**src/hdl/dccmd_pkg.sv**
```systemverilog
package dccmd_pkg;
	localparam int NUM_CH = 4;
	localparam int CH_W = 2;
	localparam logic [3:0] OP_NULL = 4'h0;
	localparam logic [3:0] OP_CAL_OFF = 4'h2;
	localparam logic [3:0] OP_CAL_ON = 4'h3;
	localparam logic [3:0] OP_LOAD = 4'h4;
	localparam logic [3:0] OP_CHECK = 4'h5;
	localparam logic [7:0] CMD_ZERO_ALL = 8'haa;
	localparam logic [7:0] CMD_RESTART = 8'hf0;
	localparam logic [7:0] PARM_RESTART = 8'hf7;
	localparam logic [2:0] LOAD_BYTES = 3'h7;
	localparam logic [15:0] CODE_ZERO = 16'h8000;
	localparam logic [15:0] OFFSET_RST = 16'h0000;
	localparam logic [31:0] GAIN_RST = 32'h00000000;
	localparam logic [7:0] SUM_RST = 8'h00;
	localparam int CHECK_BIT = 0;
	typedef enum logic [2:0] {DCCMD_IDLE, DCCMD_WAIT_CHECK, DCCMD_WAIT_RESTART,
		DCCMD_WAIT_LOAD, DCCMD_CORRECT} dccmd_state_t;
endpackage

```
**src/hdl/dccmd_engine.sv**
```systemverilog
// Behaviour
// - Command 0011cccc turns corrected output on for channel cccc; no parameter.
// - Command 0101cccc verifies constants; one parameter, bit 0 picks current or voltage.
// - After verification error_flag_n goes 0 on bad checksum, 1 on good.
// - Verification set chosen by parameter bit only, jumper ignored.
// - Command 10101010 loads raw zero code into every channel at once.
// - Command 11110000 then parameter 11110111 clears mains-loss and internal-fault conditions no longer present at the inputs.
// - Command 0100cccc takes seven bytes: offset hi, lo, gain msb..lsb, checksum.
// - Loaded constants go to voltage or current set by channel jumper.
// - Corrected code is offset plus code minus floor(gain times code over 2^32).
// - Gain is 32-bit unsigned, offset is signed two's complement.
// - Each channel output code resets to 8000 hex.
// - Command 0010cccc turns corrected output off for channel cccc; no parameter.
// - Command 0000xxxx sets error flag to 1 and drops any pending command.
// - Commands run only after all parameters; invalid command drives error flag 0.
// - Channel above 3 is ignored; error flag updated after its final parameter.
`timescale 1ns/100ps
module dccmd_engine
	import dccmd_pkg::*;
(
	input wire logic core_clk,
	input wire logic resetn,
	input wire logic cmd_wr,
	input wire logic [7:0] cmd_byte,
	input wire logic parm_wr,
	input wire logic [7:0] parm_byte,
	input wire logic code_wr,
	input wire logic [1:0] code_ch,
	input wire logic [15:0] code_data,
	input wire logic [3:0] jumper_voltage,
	input wire logic mains_loss_in,
	input wire logic internal_fault_in_n,
	output logic error_flag_n,
	output logic mains_loss_condition,
	output logic internal_fault_n,
	output logic cmd_ready,
	output logic [3:0] cal_on,
	output logic [15:0] dac_code_0,
	output logic [15:0] dac_code_1,
	output logic [15:0] dac_code_2,
	output logic [15:0] dac_code_3
);
	import dccmd_pkg::*;

	// Constant storage, index {channel, voltage set}
	logic [15:0] offset_mem [0:2*NUM_CH-1];
	logic [31:0] gain_mem [0:2*NUM_CH-1];
	logic [7:0] sum_mem [0:2*NUM_CH-1];

	logic [1:0] jv_meta_reg [0:NUM_CH-1];
	logic [3:0] jumper_sync;
	logic [1:0] ml_meta_reg;
	logic [1:0] ie_meta_reg;

	dccmd_state_t state_reg, state_next;
	logic err_reg, err_next;
	logic ml_reg, ml_next;
	logic ie_reg, ie_next;
	logic [3:0] cal_reg, cal_next;
	logic [3:0] sel_reg, sel_next;
	logic [2:0] cnt_reg, cnt_next;
	logic [7:0] acc_reg, acc_next;
	logic setv_reg, setv_next;
	logic [15:0] code_reg [0:NUM_CH-1];
	logic [15:0] code_next [0:NUM_CH-1];
	logic [1:0] corr_ch_reg, corr_ch_next;
	logic [15:0] corr_x_reg, corr_x_next;
	logic [55:0] load_reg, load_next;
	logic store_en;
	logic [2:0] store_idx;

	logic [2:0] corr_idx;
	logic [47:0] corr_prod;
	logic [15:0] corr_val;
	logic [2:0] chk_idx;
	logic [7:0] chk_sum;
	logic check_pend_reg, check_pend_next;

	// Pin inputs pass two flip-flops
	always_ff @(posedge core_clk or negedge resetn)
	begin
		if (!resetn)
		begin
			for (int i = 0; i < NUM_CH; i++)
				jv_meta_reg[i] <= 2'b00;
			ml_meta_reg <= 2'b00;
			ie_meta_reg <= 2'b11;
		end
		else
		begin
			for (int i = 0; i < NUM_CH; i++)
				jv_meta_reg[i] <= {jv_meta_reg[i][0], jumper_voltage[i]};
			ml_meta_reg <= {ml_meta_reg[0], mains_loss_in};
			ie_meta_reg <= {ie_meta_reg[0], internal_fault_in_n};
		end
	end

	always_comb
	begin
		for (int i = 0; i < NUM_CH; i++)
			jumper_sync[i] = jv_meta_reg[i][1];
	end

	// Verification sum over the chosen set
	always_comb
	begin
		chk_idx = {sel_reg[1:0], setv_reg};
		chk_sum = offset_mem[chk_idx][15:8] + offset_mem[chk_idx][7:0]
			+ gain_mem[chk_idx][31:24] + gain_mem[chk_idx][23:16]
			+ gain_mem[chk_idx][15:8] + gain_mem[chk_idx][7:0]
			+ sum_mem[chk_idx];
	end

	// Correction uses the set matching the channel jumper
	always_comb
	begin
		corr_idx = {corr_ch_reg, jumper_sync[corr_ch_reg]};
		corr_prod = 48'(gain_mem[corr_idx]) * 48'(corr_x_reg);
		corr_val = 16'(offset_mem[corr_idx] + corr_x_reg - corr_prod[47:32]);
	end

	always_comb
	begin
		state_next = state_reg;
		err_next = err_reg;
		ml_next = ml_reg | ml_meta_reg[1];
		ie_next = ie_reg & ie_meta_reg[1];
		cal_next = cal_reg;
		sel_next = sel_reg;
		cnt_next = cnt_reg;
		acc_next = acc_reg;
		setv_next = setv_reg;
		corr_ch_next = corr_ch_reg;
		corr_x_next = corr_x_reg;
		load_next = load_reg;
		store_en = 1'b0;
		store_idx = {sel_reg[1:0], jumper_sync[sel_reg[1:0]]};
		for (int i = 0; i < NUM_CH; i++)
			code_next[i] = code_reg[i];
		case (state_reg)
			DCCMD_IDLE:
			begin
				// Strobes are refused while the verification result is latched
				if (check_pend_reg)
					err_next = (chk_sum == 8'h00);
				else if (cmd_wr)
				begin
					sel_next = cmd_byte[3:0];
					if (cmd_byte == CMD_ZERO_ALL)
					begin
						for (int i = 0; i < NUM_CH; i++)
							code_next[i] = CODE_ZERO;
					end
					else if (cmd_byte == CMD_RESTART)
						state_next = DCCMD_WAIT_RESTART;
					else if (cmd_byte[7:4] == OP_NULL)
						err_next = 1'b1;
					else if (cmd_byte[7:4] == OP_CAL_OFF)
					begin
						if (cmd_byte[3:2] == 2'b00)
							cal_next[cmd_byte[1:0]] = 1'b0;
					end
					else if (cmd_byte[7:4] == OP_CAL_ON)
					begin
						if (cmd_byte[3:2] == 2'b00)
							cal_next[cmd_byte[1:0]] = 1'b1;
					end
					else if (cmd_byte[7:4] == OP_CHECK)
						state_next = DCCMD_WAIT_CHECK;
					else if (cmd_byte[7:4] == OP_LOAD)
					begin
						cnt_next = 3'h0;
						acc_next = 8'h00;
						state_next = DCCMD_WAIT_LOAD;
					end
					else
						err_next = 1'b0;
				end
				else if (code_wr)
				begin
					if (cal_reg[code_ch])
					begin
						corr_ch_next = code_ch;
						corr_x_next = code_data;
						state_next = DCCMD_CORRECT;
					end
					else
						code_next[code_ch] = code_data;
				end
			end
			DCCMD_CORRECT:
			begin
				code_next[corr_ch_reg] = corr_val;
				state_next = DCCMD_IDLE;
			end
			DCCMD_WAIT_CHECK:
			begin
				if (cmd_wr && cmd_byte[7:4] == OP_NULL)
				begin
					err_next = 1'b1;
					state_next = DCCMD_IDLE;
				end
				else if (parm_wr)
				begin
					setv_next = parm_byte[CHECK_BIT];
					state_next = DCCMD_IDLE;
					if (sel_reg[3:2] != 2'b00)
						err_next = 1'b1;
				end
			end
			DCCMD_WAIT_RESTART:
			begin
				if (cmd_wr && cmd_byte[7:4] == OP_NULL)
				begin
					err_next = 1'b1;
					state_next = DCCMD_IDLE;
				end
				else if (parm_wr)
				begin
					state_next = DCCMD_IDLE;
					if (parm_byte == PARM_RESTART)
					begin
						// A condition still present at restart keeps its flag raised
						ml_next = ml_meta_reg[1];
						ie_next = ie_meta_reg[1];
					end
					else
						err_next = 1'b0;
				end
			end
			DCCMD_WAIT_LOAD:
			begin
				if (cmd_wr && cmd_byte[7:4] == OP_NULL)
				begin
					err_next = 1'b1;
					state_next = DCCMD_IDLE;
				end
				else if (parm_wr)
				begin
					load_next = {load_reg[47:0], parm_byte};
					acc_next = acc_reg + parm_byte;
					cnt_next = cnt_reg + 3'h1;
					if (cnt_reg == LOAD_BYTES - 3'h1)
					begin
						state_next = DCCMD_IDLE;
						if (sel_reg[3:2] != 2'b00)
							err_next = 1'b1;
						else
						begin
							store_en = 1'b1;
							err_next = (acc_next == 8'h00);
						end
					end
				end
			end
			default:
				state_next = DCCMD_IDLE;
		endcase
	end

	// Verification outcome is latched in the cycle after the parameter
	always_comb
	begin
		check_pend_next = (state_reg == DCCMD_WAIT_CHECK) && parm_wr
			&& !(cmd_wr && cmd_byte[7:4] == OP_NULL) && sel_reg[3:2] == 2'b00;
	end

	always_ff @(posedge core_clk or negedge resetn)
	begin
		if (!resetn)
		begin
			state_reg <= DCCMD_IDLE;
			err_reg <= 1'b1;
			ml_reg <= 1'b0;
			ie_reg <= 1'b1;
			cal_reg <= 4'h0;
			sel_reg <= 4'h0;
			cnt_reg <= 3'h0;
			acc_reg <= 8'h00;
			setv_reg <= 1'b0;
			corr_ch_reg <= 2'b00;
			corr_x_reg <= CODE_ZERO;
			load_reg <= 56'h0;
			check_pend_reg <= 1'b0;
			for (int i = 0; i < NUM_CH; i++)
				code_reg[i] <= CODE_ZERO;
		end
		else
		begin
			state_reg <= state_next;
			err_reg <= err_next;
			ml_reg <= ml_next;
			ie_reg <= ie_next;
			cal_reg <= cal_next;
			sel_reg <= sel_next;
			cnt_reg <= cnt_next;
			acc_reg <= acc_next;
			setv_reg <= setv_next;
			corr_ch_reg <= corr_ch_next;
			corr_x_reg <= corr_x_next;
			load_reg <= load_next;
			check_pend_reg <= check_pend_next;
			for (int i = 0; i < NUM_CH; i++)
				code_reg[i] <= code_next[i];
		end
	end

	// No reset on constant storage so it is kept across reset
	always_ff @(posedge core_clk)
	begin
		if (store_en)
		begin
			offset_mem[store_idx] <= load_reg[47:32];
			gain_mem[store_idx] <= load_reg[31:0];
			sum_mem[store_idx] <= parm_byte;
		end
	end

	assign error_flag_n = err_reg;
	assign mains_loss_condition = ml_reg;
	assign internal_fault_n = ie_reg;
	assign cmd_ready = (state_reg != DCCMD_CORRECT) && !check_pend_reg;
	assign cal_on = cal_reg;
	assign dac_code_0 = code_reg[0];
	assign dac_code_1 = code_reg[1];
	assign dac_code_2 = code_reg[2];
	assign dac_code_3 = code_reg[3];
endmodule

```
**config.mk**
```make
export PLATFORM = sky130hd
export DESIGN_NAME = dccmd_engine
export DESIGN_NICKNAME = d
export VERILOG_FILES = /design/src/hdl/dccmd_pkg.sv /design/src/hdl/dccmd_engine.sv
export SDC_FILE = /design/constraint.sdc
export NUM_CORES = 2
export LEC_CHECK = 0
export ABC_AREA = 1
export CAP_MARGIN = 30
export CORE_UTILIZATION = 35
export CTS_CLUSTER_DIAMETER = 200
export DETAILED_ROUTE_END_ITERATION = 6
export DONT_BUFFER_PORTS = 1
export GPL_ROUTABILITY_DRIVEN = 0
export SYNTH_ARGS = -nofsm -noshare
export SYNTH_HDL_FRONTEND = slang
export SYNTH_SLANG_ARGS = --single-unit
```
**constraint.sdc**
```tcl
create_clock -name core_clk -period 9.1 [get_ports core_clk]
set_input_delay 0.455 -clock core_clk [delete_from_list [all_inputs] [get_ports core_clk]]
set_output_delay 0.455 -clock core_clk [all_outputs]
set_load 0.02 [all_outputs]
```
==> reports/qor.yml <==
run:
  drv_cap: 0
clock_tree:
  cts.sinks: 617
  cts_root_buffer: "clkbuf_16"
  cts_buffers: 67
  clk_latency_ps: 640
  cts.path.max_buffers: 3
  cts_tree: "yes"
  clk_pin_slew_ps: 60
  htree_levels: 3
floorplanning:
  die-area_sq_mm: 0.131
  dieWidth_um: 362
  floorplan.core_area_sq_mm: 0.128
  rows: 131
  initial_core_util: 0.355
  io_pins: 117
  die_h_um: 362
synthesis:
  syn_nets: 5570
  synthArstFlopShare: 0.274
  ys_warn_count: 0
  ys_seq_elements: 617
  synth-main-ff-cell: "edfxtp_1"
  syn_avg_cell_area_sq_um: 9.26
  synth_edf_count: 448
  synthCells: 4909
  synth_area_sq_mm: 0.0454
  ys_seq_area_frac: 0.389
  netlist-cell-type-count: 62
timing:
  final_hold_viol_count: 0
  finalCritPeriodShare: 1.01
  rsz0062_at_grt: "yes"
  slew_viol_final: 0
  max_freq_mhz: 109
  fin_tns_setup_ps: -510
  relSlewSlack: 0.280
  setup_viol: 16
  fin_crit_ps: 9180
  fin_skew_ps: 36.4
  worst_slew_pin_slew_ps: 1080
  finalWorstSetupSlack_ps: -80.1
critical_path:
  cpPeakStageDelay_ps: 540
  worstPathRequired_ps: 9590
  r2r_start: "corr_ch_reg[0]"
  rrSetupSlack_ps: -80
  slowest_stage: "fa_1"
  crit_type: "flop to flop"
  startpoint_type: "flop"
  timing.rr.end: "dac_code_3[14]"
  worstRegToRegCells: 47
  crit_path_max_fanout: 24
  cp.arrival_ps: 9670
  endpoint_kind: "flop"
worst_hold_path:
  holdPathEnd: "load_reg[3]"
  whs_path_depth: 2
  hp-class: "primary input to flop"
  worstHoldStart: "parm_byte[3]"
grt:
  use_met1: 0.292
  grt-ovfl-total: 0
  grt_pass1_vias: 36800
  track_usage: 0.219
  use_met2: 0.357
  grt_use_met3: 0.0280
  antenna_found_initial: 2
  grt_max_degree: 170
  grt_pass1_wl_um: 219000
  grt_busiest_layer: "met2"
placed_design:
  io_buffers: 0
  dp.cells: 6825
  dpl.hpwl_um: 101000
  placed_area_sq_mm: 0.0502
drt:
  num_vias: 36600
  drc: 4
  antenna_left: 0
  wl_per_cell_um: 20.6
  drt-total-wl_um: 145000
  first_iter_violations: 3549
  drtPass1Iterations: 7
  viasPerCell: 5.22
layout:
  fin_cells: 7016
  final_util: 0.423
  finalNetCount: 5893
  drive_gt1_frac: 0.150
  largest_reg_flops: 256
  final_area_sq_mm: 0.0542
  diodes: 0
  syn2layout_area_growth_pct: 19.2
  largest-register: "gain_mem"
  top_regs: "gain_mem: 256 flops, offset_mem: 128 flops, sum_mem: 64 flops"
run_status:
  status: "finished with violations"
  violations: "design-rule violations, negative setup slack"
## worst max-delay path: cells and delay by family (launching register included)
kind	cells	cell delay [ps]
fa+ha+maj	9	4010
buf+inv	16	1570
compound gates	10	1350
simple gates	11	1400
flops	1	440
xor+xnor	1	240
## logic make-up after synthesis
logic type,count (synthesis),share of synthesized area
compound gates,857,0.110
xor+xnor,47,0.00906
fa+ha+maj,616,0.246
buf+inv,1019,0.0875
flops,617,0.389
mux,4,0.000909
simple gates,1749,0.157
## synthesized netlist by cell type (7+ instances only)
| cell | n | area [sq um] |
|---|---|---|
| o211ai_1 | 66 | 495 |
| nand3_1 | 167 | 836 |
| inv_2 | 17 | 63.8 |
| o21ai_0 | 357 | 1790 |
| a22oi_1 | 8 | 60.1 |
| clkinv_1 | 9 | 33.8 |
| a2bb2oi_1 | 16 | 140 |
| o22ai_1 | 20 | 125 |
| inv_1 | 765 | 2870 |
| a211oi_1 | 11 | 82.6 |
| nor2_1 | 446 | 1670 |
| o221ai_1 | 25 | 219 |
| nor4_1 | 8 | 50.1 |
| clkbuf_1 | 146 | 548 |
| xnor2_1 | 26 | 228 |
| o21a_1 | 38 | 285 |
| a21oi_1 | 247 | 1240 |
| o21ai_1 | 12 | 60.1 |
| buf_2 | 41 | 205 |
| buf_4 | 18 | 135 |
| nor3_1 | 17 | 85.1 |
| edfxtp_1 | 448 | 13500 |
| nand4_1 | 60 | 375 |
| xor2_1 | 21 | 184 |
| dfrtp_1 | 160 | 4000 |
| ha_1 | 151 | 1890 |
| dfstp_2 | 9 | 236 |
| buf_1 | 18 | 67.6 |
| o2111ai_1 | 15 | 131 |
| a221oi_1 | 7 | 61.3 |
| fa_1 | 465 | 9310 |
| nand2_1 | 1021 | 3830 |
## timing repair
action,4_1_cts,5_1_grt
hold buffers,23,0
hold endpoints to repair,251,0
setup buffers,18,22
endpoints found under the setup margin,41,47
pin swaps,39,81
resized for setup,101,141
gates cloned,2,3
## how the worst max path moves through the flow
stage,start,end,depth (start not counted),slack [ps]
2_1_floorplan,corr_ch_reg[0],dac_code_0[12],56,230
3_3_place_gp,corr_ch_reg[0],dac_code_2[15],50,-350
3_5_place_dp,corr_ch_reg[0],dac_code_0[9],48,-390
4_1_cts,corr_ch_reg[0],dac_code_3[12],53,-30
5_1_grt,corr_ch_reg[0],dac_code_0[11],50,-490
6_report,corr_ch_reg[0],dac_code_3[14],47,-80
## layer usage
layer	wire length, um	vias to the layer above
met4	6410	2
met3	10500	338
met2	67700	1518
met5	8	-
met1	59900	18200
li1	-	16600
## through the flow
stage / hold slack (ps) / setup WS [ps]
floorplan: 159 / 227
finish: 13.4 / -80.1
global placement: 174 / -352
CTS: 6.90 / -25.3
detailed placement: 175 / -388
global route: 14.1 / -489
## cells in the final DEF, fill, tap and decap left out, types with 13 or more instances in the layout
cell           netlist  final
dlygate4sd3_1        0     22
o2111ai_1           15     15
o21a_1              38     37
nor2_4               2     13
o21ai_0            357    338
a21oi_2              0     26
fa_1               465    461
dfrtp_1            160    158
o211ai_1            66     66
nand4_1             60     60
o22ai_1             20     20
buf_4               18    397
a21oi_1            247    219
xnor2_1             26     17
inv_1              765    751
nor2_1             446    422
nor2_2               5     18
nand2_1           1021   1000
inv_2               17     24
xor2_1              21     18
ha_1               151    127
buf_6                4     19
nand2_2              6     24
ha_4                 0     22
buf_12               0     32
o21ai_1             12     25
clkbuf_1           146     22
clkbuf_16            0     70
nand3_1            167    159
o221ai_1            25     23
edfxtp_1           448    448
nor3_1              17     14
## area by class of cell
| class | count | area, sq um |
|---|---|---|
| multi-input combinational | 3274 | 24800 |
| inverter | 792 | 3010 |
| clock inverter | 22 | 265 |
| sequential | 617 | 17700 |
| timing repair buffer | 480 | 4300 |
| clock buffer | 102 | 1950 |
| fill | 12400 | 74000 |
| tap | 1729 | 2160 |
Power is not shown: default switching activity piles up to over one toggle a cycle in this logic, so the estimate is an artifact.
